$ cat config.mk
export PLATFORM = sky130hd
export DESIGN_NAME = slb_des_end_flat
export DESIGN_NICKNAME = d
export VERILOG_FILES = /design/src/hw/slb_pkg.sv /design/src/hw/slb_link_if.sv /design/src/hw/slb_des_end.sv /design/src/flat_wrapper.sv
export SDC_FILE = /design/constraint.sdc
export NUM_CORES = 1
export LEC_CHECK = 0
export ABC_AREA = 1
export ABC_CLOCK_PERIOD_IN_PS = 2200
export CORE_UTILIZATION = 30
export CTS_CLUSTER_SIZE = 40
export DETAILED_ROUTE_END_ITERATION = 12
export DONT_BUFFER_PORTS = 1
export PLACE_DENSITY_LB_ADDON = 0.08
export SLEW_MARGIN = 20
export SYNTH_ARGS = -nofsm -noshare
export SYNTH_HDL_FRONTEND = slang
export SYNTH_SLANG_ARGS = --single-unit
export TNS_END_PERCENT = 5
$ cat constraint.sdc
create_clock -name i_ref_clk -period 2.2 [get_ports i_ref_clk]
set_input_delay 0.11 -clock i_ref_clk [delete_from_list [all_inputs] [get_ports i_ref_clk]]
set_output_delay 0.11 -clock i_ref_clk [all_outputs]
set_load 0.005 [all_outputs]
$ cat src/hw/slb_pkg.sv
package slb_pkg;
  // ==========================================================
  // Link framing
  localparam int unsigned PAY_W       = 35;
  localparam int unsigned BC_W        = 8;
  localparam int unsigned BC_REQ_BIT  = 0;
  localparam logic [7:0]  BC_CHK_KEY  = 8'h5a;
  localparam logic [34:0] SCR_SEED    = 35'h000000001;
  // ==========================================================
  // Timing
  localparam int unsigned CLK_NS      = 10;
  localparam int unsigned OSC_MHZ     = 33;
  localparam int unsigned HALF_OSC_NS = 500 / OSC_MHZ;
  // Half pixel period, rounded down, never below one cycle
  localparam int unsigned HALF_PCLK_CYC = (HALF_OSC_NS / CLK_NS) > 0 ?
                                          (HALF_OSC_NS / CLK_NS) : 1;
  localparam int unsigned LOCK_FRAMES = 8;
  // ==========================================================
  // Counters, straps and pass level
  localparam int unsigned CNT_W       = 8;
  localparam int unsigned EQ_W        = 4;
  localparam logic [3:0]  STRAP_BIST  = 4'h1;
  localparam logic        PASS_RST    = 1'b1;
  // ==========================================================
  // Register map: index, byte address is four times the index
  localparam logic [7:0]  CFG_IDX     = 8'h24;
  localparam logic [7:0]  STAT_IDX    = 8'h25;
  localparam logic [9:0]  CFG_ADDR    = {CFG_IDX, 2'b00};
  localparam logic [9:0]  STAT_ADDR   = {STAT_IDX, 2'b00};
  localparam int unsigned CFG_EN_BIT    = 0;
  localparam int unsigned CFG_OSC_BIT   = 1;
  localparam int unsigned CFG_EQRST_BIT = 2;
  localparam int unsigned STAT_SEEN_BIT = 8;
  localparam int unsigned STAT_LOCK_BIT = 9;
  localparam int unsigned STAT_ACT_BIT  = 10;

  // Scrambler step, x^35 + x^2 + 1
  function automatic logic [34:0] scr_next(input logic [34:0] s);
    return {s[33:0], s[34] ^ s[1]};
  endfunction

  // Back-channel frame check field
  function automatic logic [7:0] bc_check(input logic [7:0] d);
    return {d[3:0], d[7:4]} ^ BC_CHK_KEY;
  endfunction
endpackage

$ cat src/hw/slb_link_if.sv
`timescale 1ns/1ps
interface slb_link_if;
  // Back channel, deserializer to serializer
  logic                      bc_valid;
  logic [slb_pkg::BC_W-1:0]  bc_data;
  logic [slb_pkg::BC_W-1:0]  bc_chk;
  // Forward channel, serializer to deserializer
  logic                      fc_active;
  logic                      fc_valid;
  logic                      fc_bist;
  logic [slb_pkg::PAY_W-1:0] fc_payload;

  modport des (
    output bc_valid, bc_data, bc_chk,
    input  fc_active, fc_valid, fc_bist, fc_payload
  );
  modport ser (
    input  bc_valid, bc_data, bc_chk,
    output fc_active, fc_valid, fc_bist, fc_payload
  );
endinterface

$ cat src/hw/slb_des_end.sv
`timescale 1ns/1ps
module slb_des_end (
  input  wire logic        i_ref_clk,
  input  wire logic        i_reset_n,
  slb_link_if.des          link,
  input  wire logic        i_self_test_enable_pin,
  input  wire logic        i_self_test_clock_select_pin,
  input  wire logic        i_pclk_present,
  input  wire logic [3:0]  i_general_io_strap,
  input  wire logic        i_wb_cyc,
  input  wire logic        i_wb_stb,
  input  wire logic        i_wb_we,
  input  wire logic [9:0]  i_wb_adr,
  input  wire logic [3:0]  i_wb_sel,
  input  wire logic [31:0] i_wb_dat,
  output logic      [31:0] o_wb_dat,
  output logic             o_wb_ack,
  output logic             o_pass,
  output logic             o_lock,
  output logic             o_bist_active,
  output logic             o_internal_oscillator_sel,
  output logic [slb_pkg::EQ_W-1:0] o_adaptive_equalizer_step
);
  typedef enum logic [1:0] {
    ST_IDLE  = 2'b00,
    ST_WAIT  = 2'b01,
    ST_CHECK = 2'b10
  } slb_state_type;
  localparam int unsigned PW = 4;
  localparam logic [PW-1:0] HALF = PW'(slb_pkg::HALF_PCLK_CYC);
  localparam logic [3:0] LOCK_N = 4'(slb_pkg::LOCK_FRAMES);

  // ==========================================================
  // Pin synchronisers
  logic [6:0] s1_q, s2_q;
  // Pins are asynchronous; only the second stage is read
  always_ff @(posedge i_ref_clk or negedge i_reset_n) begin
    if (!i_reset_n) begin
      s1_q <= 7'h00;
      s2_q <= 7'h00;
    end else begin
      s1_q <= {i_self_test_clock_select_pin, i_self_test_enable_pin,
               i_general_io_strap, i_pclk_present};
      s2_q <= s1_q;
    end
  end

  logic       pclk_ok, en_pin, sel_pin;
  logic [3:0] strap;
  assign pclk_ok = s2_q[0];
  assign strap   = s2_q[4:1];
  assign en_pin  = s2_q[5];
  assign sel_pin = s2_q[6];
  // ==========================================================
  // Register bus
  logic        ack_q, ack_d, cfg_en_q, cfg_en_d, cfg_osc_q, cfg_osc_d;
  logic        eq_rst, seen_q, lock_q;
  logic [31:0] rdat_q, rdat_d;
  logic [slb_pkg::CNT_W-1:0] cnt_q;
  slb_state_type st_q;
  // Answer one cycle after the strobe; unmapped reads give zero
  always_comb begin
    ack_d     = i_wb_cyc & i_wb_stb & ~ack_q;
    rdat_d    = rdat_q;
    cfg_en_d  = cfg_en_q;
    cfg_osc_d = cfg_osc_q;
    eq_rst    = 1'b0;
    if (ack_d) begin
      rdat_d = 32'h00000000;
      if (i_wb_adr == slb_pkg::CFG_ADDR) begin
        rdat_d[slb_pkg::CFG_EN_BIT]  = cfg_en_q;
        rdat_d[slb_pkg::CFG_OSC_BIT] = cfg_osc_q;
        if (i_wb_we && i_wb_sel[0]) begin
          cfg_en_d  = i_wb_dat[slb_pkg::CFG_EN_BIT];
          cfg_osc_d = i_wb_dat[slb_pkg::CFG_OSC_BIT];
          eq_rst    = i_wb_dat[slb_pkg::CFG_EQRST_BIT];
        end
      end else if (i_wb_adr == slb_pkg::STAT_ADDR) begin
        rdat_d[slb_pkg::CNT_W-1:0]     = cnt_q;
        rdat_d[slb_pkg::STAT_SEEN_BIT] = seen_q;
        rdat_d[slb_pkg::STAT_LOCK_BIT] = lock_q;
        rdat_d[slb_pkg::STAT_ACT_BIT]  = (st_q != ST_IDLE);
      end
    end
  end
  always_ff @(posedge i_ref_clk or negedge i_reset_n) begin
    if (!i_reset_n) begin
      ack_q     <= 1'b0;
      rdat_q    <= 32'h00000000;
      cfg_en_q  <= 1'b0;
      cfg_osc_q <= 1'b0;
    end else begin
      ack_q     <= ack_d;
      rdat_q    <= rdat_d;
      cfg_en_q  <= cfg_en_d;
      cfg_osc_q <= cfg_osc_d;
    end
  end
  assign o_wb_ack = ack_q;
  assign o_wb_dat = rdat_q;
  // ==========================================================
  // Enable, clock choice and back channel
  logic bist_en;
  // Wrong straps keep the test off rather than run it half set up
  assign bist_en = (en_pin | cfg_en_q) & (strap == slb_pkg::STRAP_BIST);
  // Oscillator only matters with no pixel clock present
  assign o_internal_oscillator_sel = ~pclk_ok & (sel_pin | cfg_osc_q);
  logic                     bcv_q;
  logic [slb_pkg::BC_W-1:0] bcd_q, bcd_d;
  // Enable bit rides in every back-channel frame
  always_comb begin
    bcd_d = '0;
    bcd_d[slb_pkg::BC_REQ_BIT] = bist_en;
  end
  always_ff @(posedge i_ref_clk or negedge i_reset_n) begin
    if (!i_reset_n) begin
      bcv_q <= 1'b0;
      bcd_q <= '0;
    end else begin
      bcv_q <= 1'b1;
      bcd_q <= bcd_d;
    end
  end
  assign link.bc_valid = bcv_q;
  assign link.bc_data  = bcd_q;
  assign link.bc_chk   = slb_pkg::bc_check(bcd_q);

  // ==========================================================
  // Lock and descrambler
  logic [3:0]                lcnt_q, lcnt_d;
  logic                      lock_d;
  logic [slb_pkg::PAY_W-1:0] ref_q,  ref_d;
  logic                      ferr;
  // Lock after a run of frames; drops at once with the link
  always_comb begin
    lcnt_d = lcnt_q;
    ref_d  = ref_q;
    if (!link.fc_active) begin
      lcnt_d = 4'h0;
    end else if (link.fc_valid && lcnt_q != LOCK_N) begin
      lcnt_d = lcnt_q + 4'h1;
    end
    lock_d = link.fc_active & (lcnt_d == LOCK_N);
    // Reference tracks the sender's scrambler frame by frame
    if (!link.fc_bist) begin
      ref_d = slb_pkg::SCR_SEED;
    end else if (link.fc_valid) begin
      ref_d = slb_pkg::scr_next(ref_q);
    end
  end
  // Whole 35-bit payload compared against descrambled zeros
  assign ferr = link.fc_valid & link.fc_bist & (link.fc_payload != ref_q);
  always_ff @(posedge i_ref_clk or negedge i_reset_n) begin
    if (!i_reset_n) begin
      lcnt_q <= 4'h0;
      lock_q <= 1'b0;
      ref_q  <= slb_pkg::SCR_SEED;
    end else begin
      lcnt_q <= lcnt_d;
      lock_q <= lock_d;
      ref_q  <= ref_d;
    end
  end

  // ==========================================================
  // Test sequencer and pass output
  slb_state_type             st_d;
  logic [slb_pkg::CNT_W-1:0] cnt_d;
  logic                      seen_d;
  logic [PW-1:0]             pul_q, pul_d;
  logic                      pass_q, pass_d;
  logic [slb_pkg::EQ_W-1:0]  eq_q, eq_d;

  always_comb begin
    st_d   = st_q;
    cnt_d  = cnt_q;
    seen_d = seen_q;
    pul_d  = pul_q;
    pass_d = pass_q;
    eq_d   = eq_q;
    case (st_q)
      ST_IDLE: begin
        if (bist_en) begin
          st_d   = ST_WAIT;
          cnt_d  = '0;
          seen_d = 1'b0;
          pass_d = 1'b0;
        end
      end
      ST_WAIT: begin
        if (!bist_en) begin
          st_d   = ST_IDLE;
          pass_d = ~seen_q;
          eq_d   = eq_q + 1'b1;
        end else if (lock_q && link.fc_bist) begin
          st_d   = ST_CHECK;
          pass_d = 1'b1;
          pul_d  = '0;
        end
      end
      ST_CHECK: begin
        if (!bist_en) begin
          st_d   = ST_IDLE;
          pass_d = ~(seen_q | ferr);
          eq_d   = eq_q + 1'b1;
        end else if (!lock_q) begin
          st_d   = ST_WAIT;
          cnt_d  = '0;
          seen_d = 1'b0;
          pass_d = 1'b0;
        end else if (ferr) begin
          // Count saturates so a long run never wraps to clean
          if (cnt_q != '1) begin
            cnt_d = cnt_q + 1'b1;
          end
          seen_d = 1'b1;
          pul_d  = HALF;
          pass_d = 1'b0;
        end else if (pul_q != '0) begin
          pul_d  = pul_q - 1'b1;
          pass_d = (pul_q == {{(PW-1){1'b0}}, 1'b1});
        end
      end
      default: begin
        st_d = ST_IDLE;
      end
    endcase
    // Software reset of the equalizer wins over the step
    if (eq_rst) begin
      eq_d = '0;
    end
  end

  always_ff @(posedge i_ref_clk or negedge i_reset_n) begin
    if (!i_reset_n) begin
      st_q   <= ST_IDLE;
      cnt_q  <= '0;
      seen_q <= 1'b0;
      pul_q  <= '0;
      pass_q <= slb_pkg::PASS_RST;
      eq_q   <= '0;
    end else begin
      st_q   <= st_d;
      cnt_q  <= cnt_d;
      seen_q <= seen_d;
      pul_q  <= pul_d;
      pass_q <= pass_d;
      eq_q   <= eq_d;
    end
  end

  assign o_pass                    = pass_q;
  assign o_lock                    = lock_q;
  assign o_bist_active             = (st_q != ST_IDLE);
  assign o_adaptive_equalizer_step = eq_q;
endmodule // slb_des_end

$ cat src/flat_wrapper.sv
// flat-port wrapper written by rule: the top's interface ports become plain ports
module slb_des_end_flat 
  (i_ref_clk, i_reset_n, i_self_test_enable_pin, i_self_test_clock_select_pin, i_pclk_present, i_general_io_strap, i_wb_cyc, i_wb_stb, i_wb_we, i_wb_adr, i_wb_sel, i_wb_dat, o_wb_dat, o_wb_ack, o_pass, o_lock, o_bist_active, o_internal_oscillator_sel, o_adaptive_equalizer_step, link_bc_valid, link_bc_data, link_bc_chk, link_fc_active, link_fc_valid, link_fc_bist, link_fc_payload);
  slb_link_if link_i ();
  input  wire logic i_ref_clk;
  input  wire logic i_reset_n;
  input  wire logic i_self_test_enable_pin;
  input  wire logic i_self_test_clock_select_pin;
  input  wire logic i_pclk_present;
  input  wire logic [3:0] i_general_io_strap;
  input  wire logic i_wb_cyc;
  input  wire logic i_wb_stb;
  input  wire logic i_wb_we;
  input  wire logic [9:0] i_wb_adr;
  input  wire logic [3:0] i_wb_sel;
  input  wire logic [31:0] i_wb_dat;
  output logic      [31:0] o_wb_dat;
  output logic o_wb_ack;
  output logic o_pass;
  output logic o_lock;
  output logic o_bist_active;
  output logic o_internal_oscillator_sel;
  output logic [slb_pkg::EQ_W-1:0] o_adaptive_equalizer_step;
  output wire logic [$bits(link_i.bc_valid)-1:0] link_bc_valid;
  output wire logic [$bits(link_i.bc_data)-1:0] link_bc_data;
  output wire logic [$bits(link_i.bc_chk)-1:0] link_bc_chk;
  input wire logic [$bits(link_i.fc_active)-1:0] link_fc_active;
  input wire logic [$bits(link_i.fc_valid)-1:0] link_fc_valid;
  input wire logic [$bits(link_i.fc_bist)-1:0] link_fc_bist;
  input wire logic [$bits(link_i.fc_payload)-1:0] link_fc_payload;
  assign link_bc_valid = link_i.bc_valid;
  assign link_bc_data = link_i.bc_data;
  assign link_bc_chk = link_i.bc_chk;
  assign link_i.fc_active = link_fc_active;
  assign link_i.fc_valid = link_fc_valid;
  assign link_i.fc_bist = link_fc_bist;
  assign link_i.fc_payload = link_fc_payload;
  slb_des_end u_core (.i_ref_clk(i_ref_clk), .i_reset_n(i_reset_n), .link(link_i), .i_self_test_enable_pin(i_self_test_enable_pin), .i_self_test_clock_select_pin(i_self_test_clock_select_pin), .i_pclk_present(i_pclk_present), .i_general_io_strap(i_general_io_strap), .i_wb_cyc(i_wb_cyc), .i_wb_stb(i_wb_stb), .i_wb_we(i_wb_we), .i_wb_adr(i_wb_adr), .i_wb_sel(i_wb_sel), .i_wb_dat(i_wb_dat), .o_wb_dat(o_wb_dat), .o_wb_ack(o_wb_ack), .o_pass(o_pass), .o_lock(o_lock), .o_bist_active(o_bist_active), .o_internal_oscillator_sel(o_internal_oscillator_sel), .o_adaptive_equalizer_step(o_adaptive_equalizer_step));
endmodule
==> impl_results.rst <==
.. list-table::
   :header-rows: 1

   * - Metric
     - Value
   * - Outcome
     - finished, violations left
   * - Failing checks
     - hold timing
   * - Worst setup path category
     - reg2reg
   * - Pin count of the biggest net entering global routing
     - 91
   * - Worst min path class
     - in2async
   * - Worst IR drop on VDD
     - 0.000456 V
   * - Final worst-path cycle share
     - 0.818
   * - Routed wire per std cell
     - approximately 13 um
   * - Power share of the sequential group
     - 0.450
   * - Number of DRC markers after the initial detailed-route iteration
     - 144
   * - Post-layout minimum cycle time
     - 1.80 ns
   * - Leak
     - approximately 2.3 nW
   * - Clock root buffer
     - sky130_fd_sc_hd__clkbuf_16
   * - Vias post-DR
     - approximately 3,200
   * - Leading post-synthesis cells by instance count
     - 108 x sky130_fd_sc_hd__nand2_1, 88 x sky130_fd_sc_hd__dfrtp_1, 72 x sky130_fd_sc_hd__inv_1, 36 x sky130_fd_sc_hd__nor2_1, 35 x sky130_fd_sc_hd__buf_4
   * - Proportion of layout cells with a drive suffix above 1
     - 0.0911
   * - Final setup fails
     - 0
   * - Net count reported at finish
     - 650
   * - Number of flip-flops and latches in the synthesized netlist
     - 90
   * - Proportion of power drawn by the clock network
     - 0.416
   * - Yosys warnings
     - 0
   * - Power share of the combinational group
     - 0.134
   * - Clock edge transition at the registers on the reported setup and hold paths
     - approximately 0.070 ns
   * - Cell area after layout
     - a little over 5000 um2
   * - Fmax
     - 556 MHz
   * - Final routed DRC violation total
     - 0
   * - CP Data Required Time
     - about 2.5 ns
   * - Hold_ws
     - -0.547 ns
   * - Most frequent cell after synthesis
     - sky130_fd_sc_hd__nand2_1
   * - Initial core utilization
     - 0.307
   * - Core Area
     - 15,100 um2
   * - CTS tree
     - built
   * - Port buffer count
     - 0
   * - Count of flip-flops with a built-in enable after synthesis
     - 0
   * - Worst R2R Setup Slack
     - between 0.4 and 0.5 ns
   * - Number of core rows
     - 45
   * - H-tree depth
     - 3
   * - Critical-path maximum fanout
     - 16
   * - Detail Route Antenna Nets
     - 0
   * - Mapped Area
     - ~4700 um2
   * - Mean area per synthesized cell
     - about 9 um2
   * - HPWL after detailed placement
     - 6.70 mm
   * - Post-CTS Hold Buffers
     - 13
   * - Final hold violation count
     - 90
   * - Post-cts gate resize count
     - 0
   * - Number of buffers added by the clock tree synthesis step
     - 9
   * - Insertion delay of the later-clocked pin in the worst-skew pair
     - 0.34 ns
   * - Setup_tns
     - 0 ns
   * - I/O pin cnt
     - between 150 and 200
   * - Area added between synthesis and finish
     - 11.4%
   * - Crit. End Element
     - flop
   * - Share of async-settable or async-resettable flops after synthesis
     - 1.00
   * - Total congestion overflow after global routing
     - 0
   * - Switching Power
     - 1.10 mW
   * - Vias in the first global route
     - 3,105
   * - Proportion of total power due to net switching
     - 0.270
   * - GRT Util Overall
     - 0.127
   * - Internal power
     - 2.97 mW
   * - Number of cells in the design after placement
     - just over 700
   * - Clock Skews
     - ~0.0083 ns
   * - Post-synth top flop
     - sky130_fd_sc_hd__dfrtp_1
   * - Antenna fix cells
     - 0
   * - Post-layout instance count excluding filler cells
     - between 700 and 800
   * - Antenna violations before repair
     - 0
   * - Floorplan die width
     - about 130 um
   * - PwrDens
     - 786 nW/um2
   * - Via-per-instance ratio
     - roughly 4.4
   * - Global-route wire length before repair
     - 15.8 mm
   * - CTS Sinks
     - 90
   * - Wire length reported by the detailed router
     - 9.63 mm
   * - CP startpoint kind
     - flop
   * - Largest cells by area after synthesis
     - sky130_fd_sc_hd__dfrtp_1 47%, sky130_fd_sc_hd__nand2_1 8.7%, sky130_fd_sc_hd__inv_1 5.8%
   * - Share of the yosys chip area belonging to registers
     - 0.485
   * - Post-synth top area share
     - 0.474
   * - Unrepaired setup endpoints after global routing
     - no
   * - Post-CTS setup repair buffer count
     - 0
   * - Die footprint
     - 16,000 um2
   * - Yosys top cell by area
     - sky130_fd_sc_hd__dfrtp_1
   * - Arrival time of data at the critical path endpoint
     - 2.07 ns
   * - Library cells used by synthesis
     - 42
   * - Post-Place Cell Area
     - 4730 um2
   * - Number of optimization iterations in the first detailed-route pass
     - 6
   * - Max-slew violation count
     - 0
   * - Maximum count of clock buffers along a single path
     - 2
   * - Die Height
     - 127 um
   * - MaxCap Viol Count
     - 0
   * - Post-Syn Instances
     - 526
   * - Gpl congestion
     - 0.746
stage by stage:
stage	total power, mW	utilization	worst slack [ns]	hold slack [ns]
floorplan	2.31	-	0.599	-0.186
global placement	2.39	0.312	0.398	-0.183
detailed placement	2.40	0.312	0.383	-0.184
CTS	4.15	0.342	0.368	-0.564
global route	4.28	0.342	0.177	-0.560
finish	4.07	0.342	0.400	-0.547
metal layers:
layer / vias to the layer above / global-route usage / wire (um)
met4: 0 / 0.0574 / 136
met2: 79 / 0.196 / 4360
met3: 11 / 0.0304 / 465
met1: 1500 / 0.168 / 4660
li1: 1655 / - / -
met5: - / 0 / 0
registers in the layout, indices dropped and copies added (netlist names), 2 cells and up:
register,flops
u_core.o_adaptive_equalizer_step,4
u_core.o_wb_dat,11
u_core.ref_q,35
u_core.st_q,2
u_core.s1_q,7
u_core.cnt_q,8
u_core.s2_q,7
u_core.lcnt_q,4
u_core.pul_q,4
cells in the final DEF (no fill, tap or decap), types with 2 or more instances in the layout:
cell type / count
sky130_fd_sc_hd__a21oi_1: 7
sky130_fd_sc_hd__nor2_2: 2
sky130_fd_sc_hd__dfstp_2: 2
sky130_fd_sc_hd__bufinv_16: 2
sky130_fd_sc_hd__o31ai_1: 8
sky130_fd_sc_hd__nor3_1: 3
sky130_fd_sc_hd__buf_4: 5
sky130_fd_sc_hd__nor3b_1: 2
sky130_fd_sc_hd__dfrtp_1: 88
sky130_fd_sc_hd__clkbuf_16: 9
sky130_fd_sc_hd__nand3_1: 15
sky130_fd_sc_hd__nand2_2: 3
sky130_fd_sc_hd__inv_1: 72
sky130_fd_sc_hd__nand2_1: 108
sky130_fd_sc_hd__conb_1: 36
sky130_fd_sc_hd__o22ai_1: 33
sky130_fd_sc_hd__xnor2_1: 29
sky130_fd_sc_hd__nor4_1: 3
sky130_fd_sc_hd__a31oi_1: 2
sky130_fd_sc_hd__ha_1: 10
sky130_fd_sc_hd__inv_6: 3
sky130_fd_sc_hd__xor2_1: 6
sky130_fd_sc_hd__o21ai_0: 18
sky130_fd_sc_hd__dlygate4sd3_1: 13
sky130_fd_sc_hd__nand4_1: 4
sky130_fd_sc_hd__nand2_4: 2
sky130_fd_sc_hd__o21ai_2: 8
sky130_fd_sc_hd__nor2_1: 36
sky130_fd_sc_hd__inv_2: 5
area by class of cell:
cell class | instances | area [um2]
Fill cell | 1575 | 9960
Inverter | 78 | 293
Sequential cell | 90 | 2250
Clock inverter | 7 | 98.8
Tap cell | 188 | 235
Clock buffer | 9 | 225
Timing Repair Buffer | 18 | 168
Multi-Input combinational cell | 347 | 1910
power by group through the flow:
| stage | Clock, mW | Combinational, mW | Sequential [mW] |
|---|---|---|---|
| 3_3_place_gp | 0 | 0.516 | 1.87 |
| 6_report | 1.69 | 0.545 | 1.83 |
| 2_1_floorplan | 0 | 0.470 | 1.84 |
| 4_1_cts | 1.76 | 0.550 | 1.84 |
| 3_5_place_dp | 0 | 0.526 | 1.87 |
| 5_1_grt | 1.81 | 0.627 | 1.85 |
kinds of logic after synthesis:
kind of cell / after synthesis / share of synthesized area
simple gates: 186 / 0.176
buf+inv: 123 / 0.132
other cells: 2 / 0.00161
xor+xnor: 35 / 0.0659
compound gates: 80 / 0.112
flops: 90 / 0.485
fa+ha+maj: 10 / 0.0269
worst paths after layout:
| check | from | endpoint | depth (start not counted) |
|---|---|---|---|
| min in group i_ref_clk | i_wb_dat[2] | u_core.o_adaptive_equalizer_step[1] | 3 |
| worst max register to register | u_core.ref_q[21] | u_core.cnt_q[4] | 11 |
| max in group asynchronous | i_reset_n | u_core.ref_q[0] | 0 |
| worst min-delay path | i_reset_n | u_core.cnt_q[4] | 0 |
| worst max-delay path | u_core.ref_q[21] | u_core.cnt_q[4] | 11 |
| worst min register to register | u_core.s1_q[2] | u_core.s2_q[2] | 0 |
worst max-delay path, cell delays in order (launching register included):
cell and delay, ns:
sky130_fd_sc_hd__dfrtp_1 0.40, sky130_fd_sc_hd__xnor2_1 0.15, sky130_fd_sc_hd__nand2_1 0.06, sky130_fd_sc_hd__nor2_1 0.20, sky130_fd_sc_hd__nand2_1 0.13, sky130_fd_sc_hd__nor2_2 0.15, sky130_fd_sc_hd__nand2_2 0.08, sky130_fd_sc_hd__nand2_4 0.13
sky130_fd_sc_hd__nand2_4 0.07, sky130_fd_sc_hd__nand3_4 0.19, sky130_fd_sc_hd__nand2_1 0.10, sky130_fd_sc_hd__o21ai_2 0.06
Power figures use the tool's default switching activity.
